[src/hdl/gpcd_pkg.sv]
// package with register map, field positions and reset values of the two pin ports
package gpcd_pkg;

  // register bus geometry
  localparam int ADDR_W = 8;
  localparam int DATA_W = 8;

  // register offsets
  localparam logic [7:0] FIRST_PORT_DATA_OFS       = 8'h02;
  localparam logic [7:0] SECOND_PORT_DATA_OFS      = 8'h03;
  localparam logic [7:0] FIRST_PORT_DIRECTION_OFS  = 8'h06;
  localparam logic [7:0] SECOND_PORT_DIRECTION_OFS = 8'h07;

  // port widths
  localparam int FIRST_W  = 6;
  localparam int SECOND_W = 8;

  // field positions
  localparam int CLOCK_OUT_ENABLE_BIT = 7;
  localparam int CLOCK_OUT_PIN        = 2;
  localparam int TIMER_A_PIN          = 6;
  localparam int TIMER_B_PIN          = 4;
  localparam int CONVERTER_PINS       = 7;

  // converter channel number carried by second-port pin 0
  localparam logic [4:0] CONVERTER_CHANNEL_BASE = 5'h08;

  // prescaler code that picks the external timer clock
  localparam logic [2:0] PRESCALER_EXT_CLOCK = 3'h7;

  // reset values
  localparam logic [5:0] FIRST_DIRECTION_RESET  = 6'h00;
  localparam logic [7:0] SECOND_DIRECTION_RESET = 8'h00;
  localparam logic       CLOCK_OUT_RESET        = 1'h0;
  localparam logic [7:0] READ_DATA_RESET        = 8'h00;

endpackage

[src/hdl/gpcd_ports.sv]
// six-pin and eight-pin general-purpose ports with their data and direction registers
//
// What this block does
// - six bidirectional pins with writable data latches
// - first port latches keep value through reset
// - clock-out enable drives system clock on pin2
// - pin2 direction ignored while clock out enabled
// - clock-out enable is direction bit 7, reset clear
// - first port direction 1 drives, 0 floats
// - reset clears first port direction bits
// - first port read: latch if output, pin otherwise; pin2 reads zero while clock out enabled
// - writes always reach latch regardless of direction
// - eight second-port pins with latches and directions
// - second port latches keep value through reset
// - selected converter channel pin reads zero while its direction bit is clear
// - timer-used pins ignore direction for buffer
// - pins 6 and 4 feed timer external clocks
// - second port direction drives, reset clears all
// - second port read: latch if output, pin otherwise
//
// Added by the designer: the plain strobed port.
`timescale 1ns/1ps

module gpcd_ports
  import gpcd_pkg::*;
(
  // clock and reset
  input  wire logic                clk_i,
  input  wire logic                resetn_i,
  // register port
  input  wire logic [ADDR_W-1:0]   addr_i,
  input  wire logic [DATA_W-1:0]   wdata_i,
  input  wire logic                write_i,
  input  wire logic                read_i,
  output logic      [DATA_W-1:0]   rdata_o,
  // first port pins
  input  wire logic [FIRST_W-1:0]  first_port_pin_i,
  output logic      [FIRST_W-1:0]  first_port_pin_o,
  output logic      [FIRST_W-1:0]  first_port_pin_oe_o,
  // second port pins
  input  wire logic [SECOND_W-1:0] second_port_pin_i,
  output logic      [SECOND_W-1:0] second_port_pin_o,
  output logic      [SECOND_W-1:0] second_port_pin_oe_o,
  // shared converter and timer controls
  input  wire logic [4:0]          converter_channel_select_i,
  input  wire logic [2:0]          timer_a_prescaler_select_i,
  input  wire logic [2:0]          timer_b_prescaler_select_i,
  output logic                     timer_a_ext_clock_o,
  output logic                     timer_b_ext_clock_o
);

  ////////////////////////////////////////////////////////////////////////////
  // helpers

  // per bit: latch where the pin drives, pin level where it listens
  function automatic logic [7:0] read_mix(input logic [7:0] dir, input logic [7:0] latch,
                                          input logic [7:0] pin);
    read_mix = (dir & latch) | (~dir & pin);
  endfunction

  ////////////////////////////////////////////////////////////////////////////
  // state

  logic [FIRST_W-1:0]  first_port_data;
  logic [FIRST_W-1:0]  first_port_direction;
  logic                clock_out_enable;
  logic [SECOND_W-1:0] second_port_data;
  logic [SECOND_W-1:0] second_port_direction;
  logic [FIRST_W-1:0]  first_sync_a;
  logic [FIRST_W-1:0]  first_sync;
  logic [SECOND_W-1:0] second_sync_a;
  logic [SECOND_W-1:0] second_sync;

  logic [FIRST_W-1:0]  next_first_port_data;
  logic [FIRST_W-1:0]  next_first_port_direction;
  logic                next_clock_out_enable;
  logic [SECOND_W-1:0] next_second_port_data;
  logic [SECOND_W-1:0] next_second_port_direction;
  logic [DATA_W-1:0]   next_rdata;

  // decoded pin uses
  logic                timer_a_uses_pin;
  logic                timer_b_uses_pin;
  logic [SECOND_W-1:0] converter_uses_pin;
  logic [SECOND_W-1:0] timer_uses_pin;

  ////////////////////////////////////////////////////////////////////////////
  // input synchronisers

  always_ff @(posedge clk_i) begin
    first_sync_a  <= first_port_pin_i;
    first_sync    <= first_sync_a;
    second_sync_a <= second_port_pin_i;
    second_sync   <= second_sync_a;
  end

  ////////////////////////////////////////////////////////////////////////////
  // pin sharing decode

  assign timer_a_uses_pin = (timer_a_prescaler_select_i == PRESCALER_EXT_CLOCK);
  assign timer_b_uses_pin = (timer_b_prescaler_select_i == PRESCALER_EXT_CLOCK);

  // converter channel lands on one of pins 6..0
  always_comb begin
    converter_uses_pin = '0;
    for (int k = 0; k < CONVERTER_PINS; k++) begin
      if (converter_channel_select_i == CONVERTER_CHANNEL_BASE + 5'(k)) begin
        converter_uses_pin[k] = 1'b1;
      end
    end
  end

  always_comb begin
    timer_uses_pin              = '0;
    timer_uses_pin[TIMER_A_PIN] = timer_a_uses_pin;
    timer_uses_pin[TIMER_B_PIN] = timer_b_uses_pin;
  end

  // timer clocks taken from synchronised pins
  assign timer_a_ext_clock_o = timer_a_uses_pin & second_sync[TIMER_A_PIN];
  assign timer_b_ext_clock_o = timer_b_uses_pin & second_sync[TIMER_B_PIN];

  ////////////////////////////////////////////////////////////////////////////
  // register writes and read data

  always_comb begin
    logic [7:0] mix;
    mix                        = '0;
    next_first_port_data       = first_port_data;
    next_second_port_data      = second_port_data;
    next_first_port_direction  = first_port_direction;
    next_clock_out_enable      = clock_out_enable;
    next_second_port_direction = second_port_direction;
    next_rdata                 = READ_DATA_RESET;
    if (write_i) begin
      if (addr_i == FIRST_PORT_DATA_OFS) begin
        // latch written whatever the direction; bits 7,6 dropped
        next_first_port_data = wdata_i[FIRST_W-1:0];
      end else if (addr_i == SECOND_PORT_DATA_OFS) begin
        next_second_port_data = wdata_i;
      end else if (addr_i == FIRST_PORT_DIRECTION_OFS) begin
        next_clock_out_enable     = wdata_i[CLOCK_OUT_ENABLE_BIT];
        next_first_port_direction = wdata_i[FIRST_W-1:0];
      end else if (addr_i == SECOND_PORT_DIRECTION_OFS) begin
        next_second_port_direction = wdata_i;
      end
    end
    if (read_i) begin
      if (addr_i == FIRST_PORT_DATA_OFS) begin
        // latch or pin per direction bit
        mix = read_mix({2'b00, first_port_direction}, {2'b00, first_port_data},
                       {2'b00, first_sync});
        // bit 2 reads zero while it carries the clock
        if (clock_out_enable) begin
          mix[CLOCK_OUT_PIN] = 1'b0;
        end
        next_rdata = {2'b00, mix[FIRST_W-1:0]};
      end else if (addr_i == SECOND_PORT_DATA_OFS) begin
        // latch or pin per direction bit
        mix = read_mix(second_port_direction, second_port_data, second_sync);
        // selected converter pin reads zero while its direction bit is clear
        mix = mix & ~(converter_uses_pin & ~second_port_direction);
        next_rdata = mix;
      end else if (addr_i == FIRST_PORT_DIRECTION_OFS) begin
        next_rdata = {clock_out_enable, 1'b0, first_port_direction};
      end else if (addr_i == SECOND_PORT_DIRECTION_OFS) begin
        next_rdata = second_port_direction;
      end
    end
  end

  always_ff @(posedge clk_i) begin
    first_port_data  <= next_first_port_data;
    second_port_data <= next_second_port_data;
  end

  // first directions cleared; clock-out off; second cleared
  always_ff @(posedge clk_i) begin
    if (!resetn_i) begin
      first_port_direction  <= FIRST_DIRECTION_RESET;
      clock_out_enable      <= CLOCK_OUT_RESET;
      second_port_direction <= SECOND_DIRECTION_RESET;
      rdata_o               <= READ_DATA_RESET;
    end else begin
      first_port_direction  <= next_first_port_direction;
      clock_out_enable      <= next_clock_out_enable;
      second_port_direction <= next_second_port_direction;
      rdata_o               <= next_rdata;
    end
  end

  ////////////////////////////////////////////////////////////////////////////
  // pin drivers

  always_comb begin
    first_port_pin_o    = first_port_data;
    first_port_pin_oe_o = first_port_direction;
    if (clock_out_enable) begin
      // system clock replaces latch on pin 2
      first_port_pin_o[CLOCK_OUT_PIN]    = clk_i;
      // pin 2 direction has no say
      first_port_pin_oe_o[CLOCK_OUT_PIN] = 1'b1;
    end
  end

  // direction drives; shared pins released to their user
  assign second_port_pin_o    = second_port_data;
  assign second_port_pin_oe_o = second_port_direction & ~timer_uses_pin & ~converter_uses_pin;

endmodule

[config.mk]
export PLATFORM = sky130hd
export DESIGN_NAME = gpcd_ports
export DESIGN_NICKNAME = d
export VERILOG_FILES = /design/src/hdl/gpcd_pkg.sv /design/src/hdl/gpcd_ports.sv
export SDC_FILE = /design/constraint.sdc
export NUM_CORES = 1
export LEC_CHECK = 0
export BUFFER_PORTS_ARGS = -buffer_cell sky130_fd_sc_hd__buf_2
export CAP_MARGIN = 20
export CORE_ASPECT_RATIO = 1.1
export CORE_UTILIZATION = 50
export DETAILED_ROUTE_END_ITERATION = 8
export PLACE_DENSITY = 0.86
export SLEW_MARGIN = 20
export SYNTH_ARGS = -nofsm -noshare
export SYNTH_HDL_FRONTEND = slang
export SYNTH_SLANG_ARGS = --single-unit
[constraint.sdc]
create_clock -name clk_i -period 6.95 [get_ports clk_i]
set_input_delay 1.39 -clock clk_i [delete_from_list [all_inputs] [get_ports clk_i]]
set_output_delay 1.39 -clock clk_i [all_outputs]
set_load 0.01 [all_outputs]
==> reports/metrics.cfg <==
[status]
outcome = finished, final reports clean

[yosys]
ys_ff_latch = 65
syn_nets = 252
synth.most_common_cell = dfxtp_1
syn-cell-area_mm2 = 0.00242
ys_warn_count = 0
syn-instance-count = 207
ys_seq_area_share_pct = 59.5
synth_top_area_cell = dfxtp_1
synth_ff_type = dfxtp_1
async_flop_share_pct = 0
yosys.area.top_type_share_pct = 42.2
synth_common_cells = 51 x dfxtp_1, 27 x nand2_1, 18 x mux2i_1, 14 x edfxtp_1, 12 x buf_4
yosys-top-cells-area = dfxtp_1 42%, edfxtp_1 17%, mux2i_1 7.4%
avgSynthCellArea_um2 = 11.7
synth_cell_types = 42
synth_edf_count = 14

[cells_and_area]
final_net_count = 331
fillers = 366
syn_to_final_growth_pct = 25.2
num_antenna_cells = 0
multiInputGateArea_um2 = 841
postLayoutCellArea_mm2 = 0.00303
fin_cells = 347
regArea_mm2 = 0.00144
drive_above_1_share_pct = 37.5

[setup_path]
startpoint_type = clock port
r2r-end = rdata_o[4]
endpoint_kind = primary output
reg2reg_from = second_port_direction[4]
rr_worst_depth = 3
required_ns = 5.56
critical_path_class = clock port to primary output
ff2ff_setup_slack_ns = 5.77
crit_arrival_ns = 4.10
critPathMaxFanout = 2

[power_and_ir_drop]
max-vdd-ir-drop_mv = 0.161
p_int_mw = 0.630
swShare_pct = 20.6
seq_power_share_pct = 50.0
cellLeakagePower_nw = 1.26
switching_power_mw = 0.164
power_density_mw_per_mm2 = 262
clockPowerShare_pct = 45.3
power_frac_comb_pct = 4.7

[sta]
setup_viol = 0
slew_headroom_pct = 45.2
hold_viol = 0
fin_skew_ns = 0.00465
maxSlewViolCount = 0
rsz0062_at_grt = no
tightestPinTransition_ns = 0.814
fin_setup_tns_ns = 0

[global_route]
track_usage_pct = 24.4
grt_max_degree = 25
grt_overflow = 0
antenna_found_initial = 0
grt_pass1_vias = 1809
grt_pass1_wl_mm = 8.24

[detailed_routing]
dr.pass1.iters = 4
totalWireLength_mm = 5.65
detail_route.iter0.violations = 216
avgViaCountPerCell = 5.38
ant_nets = 0
drcViolationCount = 0
vias = 1866
wl_per_cell_um = 16.3

[worst_hold_path]
whs_path_depth = 0
hold_start = first_sync_a[1]
hold_class = flip-flop to flip-flop
holdPathEnd = first_sync[1]

[clocking]
clk_pin_slew_ns = 0.06
cts_resized = 0
clock_latency_ns = 0.44
post-cts-setup-buffers = 0
cts_tree = built
cts_hold_buf = 0

[floorplan]
coreArea_mm2 = 0.00465
start_util_pct = 52.0
pin_count = 83
die_h_um = 75.0
rows = 26
die_area_mm2 = 0.00512
die_w_um = 68.3

[place]
place_hpwl_mm = 3.87
place_congestion = 0.834
placed_cells = 328
port_buffers = 82
place_area_mm2 = 0.00279

[run]
drv_cap = 0

-- layer usage --
layer,vias to the layer above,routed length [um],global-route usage (%)
met3,16,492,8.48
met4,0,164,23.4
met1,852,2230,27.2
li1,904,-,-
met5,-,0,0
met2,94,2760,35.7
-- stage by stage --
| step | hold WS, ns | worst slack, ns | total power, mW | utilization (%) |
|---|---|---|---|---|
| floorplan | 0.310 | 1.81 | 0.421 | - |
| global placement | 0.310 | 1.72 | 0.441 | 60.0 |
| detailed placement | 0.312 | 1.72 | 0.442 | 60.0 |
| CTS | 0.329 | 1.44 | 0.803 | 65.2 |
| global route | 0.334 | 1.43 | 0.823 | 65.2 |
| finish | 0.323 | 1.46 | 0.794 | 65.2 |
-- cells in the final DEF (no fill, tap or decap), types with 2 or more instances in the layout --
master,Yosys,final
a21oi_1,2,2
a221oi_1,3,3
a311oi_1,3,3
buf_2,2,82
clkbuf_1,3,2
clkbuf_8,0,14
dfxtp_1,51,51
edfxtp_1,14,14
inv_1,6,6
mux2_2,4,4
mux2i_1,18,18
nand2_1,27,27
nand2b_1,2,2
nand3_1,3,3
nand3b_1,2,2
nor2_1,8,8
nor3_1,3,3
nor4bb_1,2,2
o211ai_1,5,5
o21a_1,4,4
o21ai_0,7,7
o2bb2ai_1,3,3
o311ai_0,2,2
o31a_1,2,2
-- layout make-up --
class / count / area share (%)
Clock buffer: 17 / 6.77
Clock inverter: 3 / 1.28
Inverter: 6 / 0.743
Multi-Input combinational cell: 118 / 27.7
Sequential cell: 65 / 47.5
Tap cell: 56 / 2.31
Timing Repair Buffer: 82 / 13.6
-- worst max path at each step --
stage               startpoint             endpoint  slack [ns]  cells past startpoint
floorplan                clk_i  first_port_pin_o[2]        1.81                      1
global placement         clk_i  first_port_pin_o[2]        1.72                      2
global route             clk_i  first_port_pin_o[2]        1.43                      4
detailed placement       clk_i  first_port_pin_o[2]        1.72                      2
CTS                      clk_i  first_port_pin_o[2]        1.44                      4
finish                   clk_i  first_port_pin_o[2]        1.46                      4
-- logic make-up (layout without fill, tap and decap cells) --
family	after synthesis	count (layout)	share of synthesized area, %
DFF	65	65	59.5
muxes	22	22	9.30
and+or+nand+nor	59	59	13.6
AOI/OAI and AO/OA	37	37	11.5
buffers and inverters	24	108	5.99
-- flip-flops by register name (all words and copies together), names as in the netlist --
signal	count
second_port_pin_o	8
second_sync	8
second_sync_a	8
first_sync_a	6
second_port_direction	8
clock_out_enable	1
first_port_data	6
rdata_o	8
first_sync	6
first_port_direction	6
-- worst max-delay path, cell delays in order --
cell and delay, ns:
clkbuf_8 0.11, clkbuf_8 0.12, mux2_2 0.26, buf_2 0.14
-- power by group through the flow --
stage / clock [mW] / combinational, mW / sequential (mW)
floorplan: 0.000128 / 0.0173 / 0.404
global placement: 0.000143 / 0.0358 / 0.405
detailed placement: 0.000143 / 0.0366 / 0.405
CTS: 0.369 / 0.0369 / 0.397
global route: 0.385 / 0.0410 / 0.397
finish: 0.360 / 0.0371 / 0.397
No activity file was read; power rests on OpenSTA's default activity.
